===== src/rtl/srb_pkg.sv =====
// Package for the switch reset and boot strap control block.
// Assumes a single 20 MHz system clock domain.
package srb_pkg;
  localparam int unsigned CLK_HZ = 20000000;
  localparam int unsigned SMB_FAST_HZ = 400000;
  localparam int unsigned SMB_SLOW_HZ = 100000;
  // Half periods of the master SMBus clock, rounded down
  localparam int unsigned SMB_FAST_HALF = CLK_HZ / (2 * SMB_FAST_HZ);
  localparam int unsigned SMB_SLOW_HALF = CLK_HZ / (2 * SMB_SLOW_HZ);
  localparam int unsigned SMB_CNT_W = 8;
  // Length of the internal reset procedure in cycles
  localparam logic [7:0] RESET_PROC_CYCLES = 8'h10;
  localparam logic [2:0] MODE_NORMAL = 3'h0;
  localparam logic [2:0] MODE_EEPROM = 3'h1;
  localparam int unsigned NUM_DS = 3;
  localparam int unsigned GPIO_W = 16;
  localparam int unsigned GPIO_P2 = 0;
  localparam int unsigned GPIO_P4 = 1;
  localparam int unsigned GPIO_P6 = 11;

  typedef enum logic [1:0] {
    SRB_RESET = 2'b00,
    SRB_PROC = 2'b01,
    SRB_HALT = 2'b10,
    SRB_RUN = 2'b11
  } srb_state_e;

  typedef struct packed {
    logic [2:0] switch_mode;
    logic smbus_slow;
    logic cclk_ds;
    logic cclk_us;
    logic hold_req;
  } srb_straps_s;

  typedef struct packed {
    logic eeprom_init;
    logic normal;
    logic reserved;
  } srb_mode_s;
endpackage


===== src/rtl/srb_ctrl.sv =====
// Reset sequencing, strap decode and port reset outputs of the switch.
// Straps and the fundamental reset pin are asynchronous and synchronised
// here; software controls arrive as same-clock pulses.
`timescale 1ns/1ps
// Notes on behaviour
// - Fundamental reset clears logic, resets links.
// - Hold input keeps device halted, SMBus alive.
// - Clearing halt bit starts normal operation.
// - Mode strap 0 normal, 1 EEPROM, rest reserved.
// - Slow strap gives 100 KHz, else 400 KHz.
// - No software override of SMBus speed.
// - Downstream strap seeds downstream clock bits.
// - Each downstream clock bit written independently.
// - Upstream strap seeds upstream clock bit.
// - Software write overrides upstream clock bit.
// - Pin 11 is GPIO or port 6 reset.
// - Pins 0, 1 give ports 2, 4 resets.
module srb_ctrl
  import srb_pkg::*;
(
  input wire logic sys_clk,
  input wire logic resetn,
  input wire logic fundamental_reset_n,
  input wire srb_straps_s straps,
  input wire logic halt_clear,
  input wire logic [NUM_DS-1:0] ds_sclk_we,
  input wire logic [NUM_DS-1:0] ds_sclk_wdata,
  input wire logic us_sclk_we,
  input wire logic us_sclk_wdata,
  input wire logic [NUM_DS-1:0] ds_link_reset,
  input wire logic [GPIO_W-1:0] gpio_alt_en,
  input wire logic [GPIO_W-1:0] gpio_out,
  input wire logic [GPIO_W-1:0] gpio_oe,
  input wire logic [GPIO_W-1:0] gpio_pin_in,
  output logic [GPIO_W-1:0] gpio_pin_out,
  output logic [GPIO_W-1:0] gpio_pin_oe,
  output logic [GPIO_W-1:0] gpio_in,
  output logic logic_reset,
  output logic link_reset,
  output logic smbus_enable,
  output logic switch_run,
  output logic reset_hold_request,
  output srb_mode_s mode,
  output logic smbus_slow,
  output logic smbus_tick,
  output logic [NUM_DS-1:0] ds_sclk,
  output logic us_sclk
);
  // Synchronisers: first stage feeds only the second stage
  logic perst_s1_r, perst_s2_r;
  srb_straps_s strap_s1_r, strap_s2_r;
  logic [GPIO_W-1:0] gin_s1_r, gin_s2_r;

  // Pin reset is asynchronous to sys_clk
  always_ff @(posedge sys_clk or negedge resetn) begin
    if (!resetn) begin
      perst_s1_r <= 1'b0;
      perst_s2_r <= 1'b0;
    end else begin
      perst_s1_r <= fundamental_reset_n;
      perst_s2_r <= perst_s1_r;
    end
  end

  // Straps sampled every cycle; the sequencer decides when to keep them
  always_ff @(posedge sys_clk or negedge resetn) begin
    if (!resetn) begin
      strap_s1_r <= '0;
      strap_s2_r <= '0;
    end else begin
      strap_s1_r <= straps;
      strap_s2_r <= strap_s1_r;
    end
  end

  // General purpose pin inputs
  always_ff @(posedge sys_clk or negedge resetn) begin
    if (!resetn) begin
      gin_s1_r <= '0;
      gin_s2_r <= '0;
    end else begin
      gin_s1_r <= gpio_pin_in;
      gin_s2_r <= gin_s1_r;
    end
  end

  // Sequencer state
  srb_state_e state_r, state_nxt;
  logic [7:0] proc_cnt_r, proc_cnt_nxt;
  logic halt_bit_r, halt_bit_nxt;
  srb_straps_s latched_r, latched_nxt;

  always_comb begin
    state_nxt = state_r;
    proc_cnt_nxt = proc_cnt_r;
    halt_bit_nxt = halt_bit_r;
    latched_nxt = latched_r;
    unique case (state_r)
      SRB_RESET: begin
        proc_cnt_nxt = '0;
        halt_bit_nxt = 1'b0;
        latched_nxt = strap_s2_r;
        if (perst_s2_r) begin
          state_nxt = SRB_PROC;
        end
      end
      SRB_PROC: begin
        proc_cnt_nxt = proc_cnt_r + 8'h01;
        if (proc_cnt_r == RESET_PROC_CYCLES - 8'h01) begin
          if (latched_r.hold_req) begin
            halt_bit_nxt = 1'b1;
            state_nxt = SRB_HALT;
          end else begin
            state_nxt = SRB_RUN;
          end
        end
      end
      SRB_HALT: begin
        if (halt_clear) begin
          halt_bit_nxt = 1'b0;
          state_nxt = SRB_RUN;
        end
      end
      SRB_RUN: begin
        state_nxt = SRB_RUN;
      end
    endcase
    if (!perst_s2_r) begin
      state_nxt = SRB_RESET;
      halt_bit_nxt = 1'b0;
    end
  end

  always_ff @(posedge sys_clk or negedge resetn) begin
    if (!resetn) begin
      state_r <= SRB_RESET;
      proc_cnt_r <= '0;
      halt_bit_r <= 1'b0;
      latched_r <= '0;
    end else begin
      state_r <= state_nxt;
      proc_cnt_r <= proc_cnt_nxt;
      halt_bit_r <= halt_bit_nxt;
      latched_r <= latched_nxt;
    end
  end

  // Status and control outputs
  logic logic_reset_nxt, link_reset_nxt, smb_en_nxt, run_nxt;
  srb_mode_s mode_nxt;
  always_comb begin
    logic_reset_nxt = (state_nxt == SRB_RESET);
    link_reset_nxt = (state_nxt != SRB_RUN);
    smb_en_nxt = (state_nxt == SRB_HALT) || (state_nxt == SRB_RUN);
    run_nxt = (state_nxt == SRB_RUN);
    mode_nxt = '0;
    // mode strap decode
    // Reserved codes still run; software sees the flag
    case (latched_nxt.switch_mode)
      MODE_NORMAL: begin
        mode_nxt.normal = 1'b1;
      end
      MODE_EEPROM: begin
        mode_nxt.normal = 1'b1;
        mode_nxt.eeprom_init = 1'b1;
      end
      default: begin
        mode_nxt.reserved = 1'b1;
      end
    endcase
  end

  always_ff @(posedge sys_clk or negedge resetn) begin
    if (!resetn) begin
      logic_reset <= 1'b1;
      link_reset <= 1'b1;
      smbus_enable <= 1'b0;
      switch_run <= 1'b0;
      reset_hold_request <= 1'b0;
      mode <= '0;
    end else begin
      logic_reset <= logic_reset_nxt;
      link_reset <= link_reset_nxt;
      smbus_enable <= smb_en_nxt;
      switch_run <= run_nxt;
      reset_hold_request <= halt_bit_nxt;
      mode <= mode_nxt;
    end
  end

  // Slot clock bits: straps reload while in reset, writes win after
  logic [NUM_DS-1:0] ds_sclk_nxt;
  logic us_sclk_nxt;
  always_comb begin
    for (int i = 0; i < NUM_DS; i++) begin
      if (state_nxt == SRB_RESET) begin
        ds_sclk_nxt[i] = latched_nxt.cclk_ds;
      end else if (ds_sclk_we[i]) begin
        ds_sclk_nxt[i] = ds_sclk_wdata[i];
      end else begin
        ds_sclk_nxt[i] = ds_sclk[i];
      end
    end
    if (state_nxt == SRB_RESET) begin
      us_sclk_nxt = latched_nxt.cclk_us;
    end else if (us_sclk_we) begin
      us_sclk_nxt = us_sclk_wdata;
    end else begin
      us_sclk_nxt = us_sclk;
    end
  end

  always_ff @(posedge sys_clk or negedge resetn) begin
    if (!resetn) begin
      ds_sclk <= '0;
      us_sclk <= 1'b0;
    end else begin
      ds_sclk <= ds_sclk_nxt;
      us_sclk <= us_sclk_nxt;
    end
  end

  // Master SMBus clock tick; speed comes from the strap only
  logic [SMB_CNT_W-1:0] smb_cnt_r, smb_cnt_nxt;
  logic smb_tick_nxt, smb_slow_nxt;
  always_comb begin
    smb_slow_nxt = latched_nxt.smbus_slow;
    smb_tick_nxt = 1'b0;
    smb_cnt_nxt = smb_cnt_r + 1'b1;
    if (!smb_en_nxt) begin
      smb_cnt_nxt = '0;
    end else if (smb_cnt_r == SMB_CNT_W'(smb_slow_nxt ?
        SMB_SLOW_HALF - 1 : SMB_FAST_HALF - 1)) begin
      smb_cnt_nxt = '0;
      smb_tick_nxt = 1'b1;
    end
  end

  always_ff @(posedge sys_clk or negedge resetn) begin
    if (!resetn) begin
      smbus_slow <= 1'b0;
      smbus_tick <= 1'b0;
      smb_cnt_r <= '0;
    end else begin
      smbus_slow <= smb_slow_nxt;
      smbus_tick <= smb_tick_nxt;
      smb_cnt_r <= smb_cnt_nxt;
    end
  end

  // GPIO with alternate port reset functions
  logic [GPIO_W-1:0] gpo_nxt, goe_nxt;
  always_comb begin
    gpo_nxt = gpio_out;
    goe_nxt = gpio_oe;
    if (gpio_alt_en[GPIO_P2]) begin
      gpo_nxt[GPIO_P2] = !(link_reset_nxt || ds_link_reset[0]);
      goe_nxt[GPIO_P2] = 1'b1;
    end
    if (gpio_alt_en[GPIO_P4]) begin
      gpo_nxt[GPIO_P4] = !(link_reset_nxt || ds_link_reset[1]);
      goe_nxt[GPIO_P4] = 1'b1;
    end
    if (gpio_alt_en[GPIO_P6]) begin
      gpo_nxt[GPIO_P6] = !(link_reset_nxt || ds_link_reset[2]);
      goe_nxt[GPIO_P6] = 1'b1;
    end
    // Drive only the enabled port reset pins before the reset sequence decides pin roles
    if (logic_reset_nxt) begin
      goe_nxt = '0;
      goe_nxt[GPIO_P2] = gpio_alt_en[GPIO_P2];
      goe_nxt[GPIO_P4] = gpio_alt_en[GPIO_P4];
      goe_nxt[GPIO_P6] = gpio_alt_en[GPIO_P6];
    end
  end

  always_ff @(posedge sys_clk or negedge resetn) begin
    if (!resetn) begin
      gpio_pin_out <= '0;
      gpio_pin_oe <= '0;
      gpio_in <= '0;
    end else begin
      gpio_pin_out <= gpo_nxt;
      gpio_pin_oe <= goe_nxt;
      gpio_in <= gin_s2_r;
    end
  end
endmodule


===== config.mk =====
export PLATFORM = sky130hd
export DESIGN_NAME = srb_ctrl
export DESIGN_NICKNAME = d
export VERILOG_FILES = /design/src/rtl/srb_pkg.sv /design/src/rtl/srb_ctrl.sv
export SDC_FILE = /design/constraint.sdc
export NUM_CORES = 1
export LEC_CHECK = 0
export ABC_CLOCK_PERIOD_IN_PS = 4200
export BUFFER_PORTS_ARGS = -buffer_cell sky130_fd_sc_hd__buf_2
export CAP_MARGIN = 10
export CELL_PAD_IN_SITES_DETAIL_PLACEMENT = 1
export CELL_PAD_IN_SITES_GLOBAL_PLACEMENT = 1
export CORE_MARGIN = 3
export CORE_UTILIZATION = 35
export CTS_CLUSTER_SIZE = 16
export DETAILED_ROUTE_END_ITERATION = 8
export PLACE_DENSITY = 0.82
export SETUP_SLACK_MARGIN = 0.5
export SYNTH_ARGS = -nofsm -noshare
export SYNTH_HDL_FRONTEND = slang
export SYNTH_SLANG_ARGS = --single-unit

===== constraint.sdc =====
create_clock -name sys_clk -period 4.2 [get_ports sys_clk]
set_input_delay 0.84 -clock sys_clk [delete_from_list [all_inputs] [get_ports sys_clk]]
set_output_delay 0.84 -clock sys_clk [all_outputs]
set_load 0.02 [all_outputs]

# After elaboration in Yosys (flattened, before gate mapping)
# Cells that the tools add are included.
# word_totals
out_inout_bits	62
input_bits	86
register_bits	134
# op_classes
eq_ne	13
add_sub_neg	2
reduce_logical	17
mux	35
# ops
cell	count
1-bit 2-to-1 mux	24
8-bit by 1-bit adder with 8-bit output (second input constant)	2
16-bit 2-to-1 mux	1
8-bit 2-to-1 mux	2
8-bit case mux with 2 select lines	1
7-bit 2-to-1 mux	2
2-bit nonzero test	5
3-bit != test (second input constant)	3
2-bit equality test (second input constant)	4
8-bit by 4-bit equality test with 1-bit output (second input constant)	1
8-bit by 7-bit equality test with 1-bit output	1
2-bit case mux with 4 select lines	1
2-bit 2-to-1 mux	3
2-bit logical NOT	2
1-bit logical OR	4
4-bit by 1-bit != test with 1-bit output (second input constant)	1
4-bit AND reduction	1
3-bit by 1-bit equality test with 1-bit output (second input constant)	1
1-bit logical NOT	3
3-bit logical NOT	1
1-bit case mux with 3 select lines	1
2-bit by 1-bit equality test with 1-bit output (second input constant)	1
2-bit != test (second input constant)	1
2-bit OR reduction	1

# Longest topological paths before layout
# depth
ltp_word	8
ltp_mapped	5
depth_no_buf	4

# Least setup slack after synthesis
# OpenSTA, ideal clock, no wires.
# synth_path
path_type	reg-to-reg
from	reg proc_cnt_r[6]
to	reg smb_cnt_r[1]
path_stages_with_launch	5
n_path_buf	1
setup_time_ns	0.095
setup_slack_ns	2.319
arrival_time_ns	1.785
path_cell_list	dfrtp_1 -> or4b_4 -> o41a_4 -> buf_6 -> nor4b_2
# synth_via
elab_chain_len	7
# synth_lines
element	line	source
start, declared	srb_ctrl.sv:89	logic [7:0] proc_cnt_r, proc_cnt_nxt;
start signal, assigned	srb_ctrl.sv:142	proc_cnt_r <= proc_cnt_nxt;
8-bit by 4-bit equality test with 1-bit output (*)	srb_ctrl.sv:109	if (proc_cnt_r == RESET_PROC_CYCLES - 8'h01) begin
2-bit 2-to-1 mux (*)	srb_ctrl.sv:109	
2-bit case mux with 4 select lines (*)	srb_ctrl.sv:98	unique case (state_r)
2-bit 2-to-1 mux (*)	srb_ctrl.sv:128	if (!perst_s2_r) begin
2-bit equality test	srb_ctrl.sv:154	smb_en_nxt = (state_nxt == SRB_HALT) || (state_nxt == SRB_RUN);
1-bit logical OR (*)	srb_ctrl.sv:154	
8-bit 2-to-1 mux (*)	srb_ctrl.sv:230	if (!smb_en_nxt) begin
named net smb_cnt_nxt[1]	srb_ctrl.sv:224	logic [SMB_CNT_W-1:0] smb_cnt_r, smb_cnt_nxt;
end signal, assigned	srb_ctrl.sv:247	smb_cnt_r <= smb_cnt_nxt;
end, declared	srb_ctrl.sv:224	
# The timed path passes the listed nets; every way through them passes the cells marked *.
# A chain may end at the register's enable or synchronous reset.

# Worst setup path in the final report
# layout_path
from	reg state_r[0]
to	reg gpio_pin_out[0]
# layout_via
elab_chain_len	7
# layout_lines
element	line	source
start, declared	srb_ctrl.sv:88	srb_state_e state_r, state_nxt;
start signal, assigned	srb_ctrl.sv:141	state_r <= state_nxt;
2-bit equality test (tied with other cells)	srb_ctrl.sv:98	
2-bit case mux with 4 select lines (*)	srb_ctrl.sv:98	
2-bit 2-to-1 mux (*)	srb_ctrl.sv:128	
2-bit != test (*)	srb_ctrl.sv:153	link_reset_nxt = (state_nxt != SRB_RUN);
1-bit logical OR (*)	srb_ctrl.sv:257	gpo_nxt[GPIO_P2] = !(link_reset_nxt || ds_link_reset[0]);
1-bit logical NOT (*)	srb_ctrl.sv:257	
1-bit 2-to-1 mux (*)	srb_ctrl.sv:256	if (gpio_alt_en[GPIO_P2]) begin
named net gpo_nxt[0]	srb_ctrl.sv:252	logic [GPIO_W-1:0] gpo_nxt, goe_nxt;
end signal, assigned	srb_ctrl.sv:283	gpio_pin_out <= gpo_nxt;
end, declared	srb_ctrl.sv:35	output logic [GPIO_W-1:0] gpio_pin_out,
# Marked as above.

==> results.py <==
metrics = {
    "sta": {
        "setup_viol": 0,
        "rsz0062_at_grt": "false",
        "fmax_mhz": 446,
        "finalCriticalPeriod_ps": 2240,
        "worstMarginPinSlew_ps": 903,
        "finalSetupTns_ps": 0,
        "drv_slew": 0,
        "clock_skew_ps": 5.44,
        "slew_headroom": 0.398,
        "min_period_over_period": 0.533,
        "hold_viol": 0,
    },
    "floorplan": {
        "coreArea_um2": 11700,
        "die_x_um": 117,
        "die_area_um2": 13700,
        "ioPinCount": 148,
        "initial_core_util": 0.368,
        "core.rowCount": 39,
        "die_y_um": 117,
    },
    "pwr": {
        "intPower_mw": 2.36,
        "total_power_mw": 3.01,
        "p_leak_nw": 2.78,
        "pwr-share-comb": 0.058,
        "switchingPower_mw": 0.654,
        "seqPwrFrac": 0.459,
        "p_per_area_nw_per_um2": 527,
        "clkPwrFrac": 0.482,
        "netSwitchingFraction": 0.217,
        "peakVddDrop_mv": 0.352,
    },
    "clocking": {
        "clk_latency_ps": 410,
        "cts_buffers": 17,
        "cts_sinks": 134,
        "ctsHoldBuffers": 0,
        "cts_tree": "done",
        "ctsResizeCount": 0,
        "cts_setup_buffers": 0,
        "cts_root_buf": "clkbuf_16",
        "cts_buffer_depth": 2,
        "cts.htree.levels": 4,
        "clkTransAtPathRegs_ps": 60,
    },
    "detailed_routing": {
        "remaining_drc_errors": 0,
        "ant_nets": 0,
        "wl_um": 9590,
        "vias": 2698,
        "wl_per_cell_um": 16.8,
        "drt-vias-per-instance": 4.73,
        "drtIter0Drc": 114,
        "first_pass_iters": 4,
    },
    "global_routing": {
        "grtUsageTotal": 0.155,
        "grt_max_degree": 105,
        "antenna_found_initial": 0,
        "grt_pass1_wl_um": 15600,
        "overflow": 0,
        "grt_pass1_vias": 3074,
    },
    "synthesis": {
        "synth_async_sr_flop_share": 1.00,
        "yosysWarningCount": 0,
        "synth.area.mux_share": 0.0270,
        "syn_area_um2": 4320,
        "synthAdderAreaFrac": 0.00580,
        "synth-simple-area-share": 0.103,
        "netlist_instances": 270,
        "synth.area.top_cells": "dfrtp_1, and2_1, nor4_2",
        "synth_nets": 358,
        "yosysTopAreaCell": "dfrtp_1",
        "ys_types": 46,
        "synthFlopType": "dfrtp_1",
        "synth_edf_count": 0,
        "ys_seq_area_frac": 0.778,
        "ys_seq_elements": 134,
        "synth_top_family_by_area": "simple AND/OR/NAND/NOR gates",
        "yosysTopAreaCellShare": 0.765,
        "synth_area_per_cell_um2": 16.0,
        "synth_compound_area_frac": 0.0673,
        "synthXorXnorAreaFrac": 0.00609,
    },
    "setup_path": {
        "cp-start-kind": "flip-flop",
        "reg2reg_depth": 3,
        "worstPathMaxFanout": 16,
        "critical_path_class": "reg -> reg",
        "worstPathArrival_ps": 2520,
        "cp_data_required_time_ps": 4480,
        "end_kind": "flip-flop",
    },
    "layout": {
        "syn_to_final_growth_pct": 32.5,
        "num_antenna_cells": 0,
        "final_cell_mix": "buf_2, dfrtp_1, clkbuf_16, and2_1",
        "drive_above_1_share": 0.419,
        "postLayoutCellArea_um2": 5720,
        "final_common_cell": "buf_2",
        "layout.nets": 504,
    },
    "place": {
        "gp_congestion": 0.692,
        "io_buffers": 134,
        "hpwl_um": 6300,
        "postPlaceCellArea_um2": 5140,
    },
    "worst_hold_path": {
        "worstHoldPathType": "reg -> reg",
        "whs_path_depth": 0,
    },
    "outcome": {
        "outcome": "completed",
    },
    "job": {
        "max_cap_viol_count": 0,
    },
}
state kept, by name, summed over array words and instances, names as in the netlist, 2 cells and up:
signal	count
gpio_pin_out	16
strap_s1_r	7
gin_s2_r	16
latched_r	6
gin_s1_r	16
proc_cnt_r	8
state_r	2
smb_cnt_r	8
strap_s2_r	7
mode	3
gpio_pin_oe	16
ds_sclk	3
gpio_in	16
Yosys cell counts (all sizes together) (3+ instances only):
library cell / instances
o21a: 3
buf: 3
nand3: 5
and2: 13
or3: 7
inv: 5
a21o: 4
o41ai: 3
dfrtp: 132
o21ai: 11
clkbuf: 5
mux2: 5
a21oi: 10
nand2: 10
nand2b: 9
nor4: 6
mux2i: 6
critical path: stages (launching register included):
cell	delay (ps)
dfrtp_1	610
or4b_4	540
o41a_4	560
o41ai_1	400
worst paths after layout:
kind                                             endpoint                 start  slack [ps]
worst max-delay path            gpio_pin_out[0]$_DFF_PN0_  state_r[0]$_DFF_PN0_        1960
worst min-delay path                 perst_s2_r$_DFF_PN0_  perst_s1_r$_DFF_PN0_         340
worst max register to register  gpio_pin_out[0]$_DFF_PN0_  state_r[0]$_DFF_PN0_        1960
worst min register to register       perst_s2_r$_DFF_PN0_  perst_s1_r$_DFF_PN0_         340
max in group asynchronous           gin_s1_r[2]$_DFF_PN0_                resetn        2690
min in group asynchronous           gin_s1_r[9]$_DFF_PN0_                resetn         530
routing by layer:
metal	wire (µm)	GRT usage	vias up
met5	0	0	-
met4	117	0.0673	0
met3	657	0.0658	11
met2	5250	0.268	79
met1	3570	0.164	1382
li1	-	-	1226
final cells by class:
class | count | area (µm²)
fill | 1211 | 5990
tap | 143 | 179
sequential | 134 | 3360
clock inverter | 10 | 131
multi-input combinational | 123 | 903
timing repair buffer | 135 | 684
clock buffer | 20 | 447
inverter | 5 | 18.8
metrics by stage:
stage	util	hold slack, ps	setup slack [ps]	instances
2_1_floorplan	-	331	2320	270
3_3_place_gp	0.439	332	2060	540
3_5_place_dp	0.439	336	1990	540
4_1_cts	0.488	344	1950	570
5_1_grt	0.488	352	1830	570
6_report	0.488	342	1960	570
cell families after synthesis:
kind of cell,after synthesis
AO/OA/AOI/OAI,40
XOR/XNOR,3
adder cells (fa/ha/maj),2
buffers and inverters,13
flip-flops,134
multiplexers,11
AND/OR/NAND/NOR,67
power groups by stage:
stage	clock (mW)	combinational, mW	sequential [mW]
3_3_place_gp	0	0.172	1.40
5_1_grt	1.57	0.195	1.39
3_5_place_dp	0	0.178	1.41
6_report	1.45	0.176	1.38
4_1_cts	1.50	0.181	1.38
2_1_floorplan	0	0.0366	1.44
(Power assumes the default switching activity.)
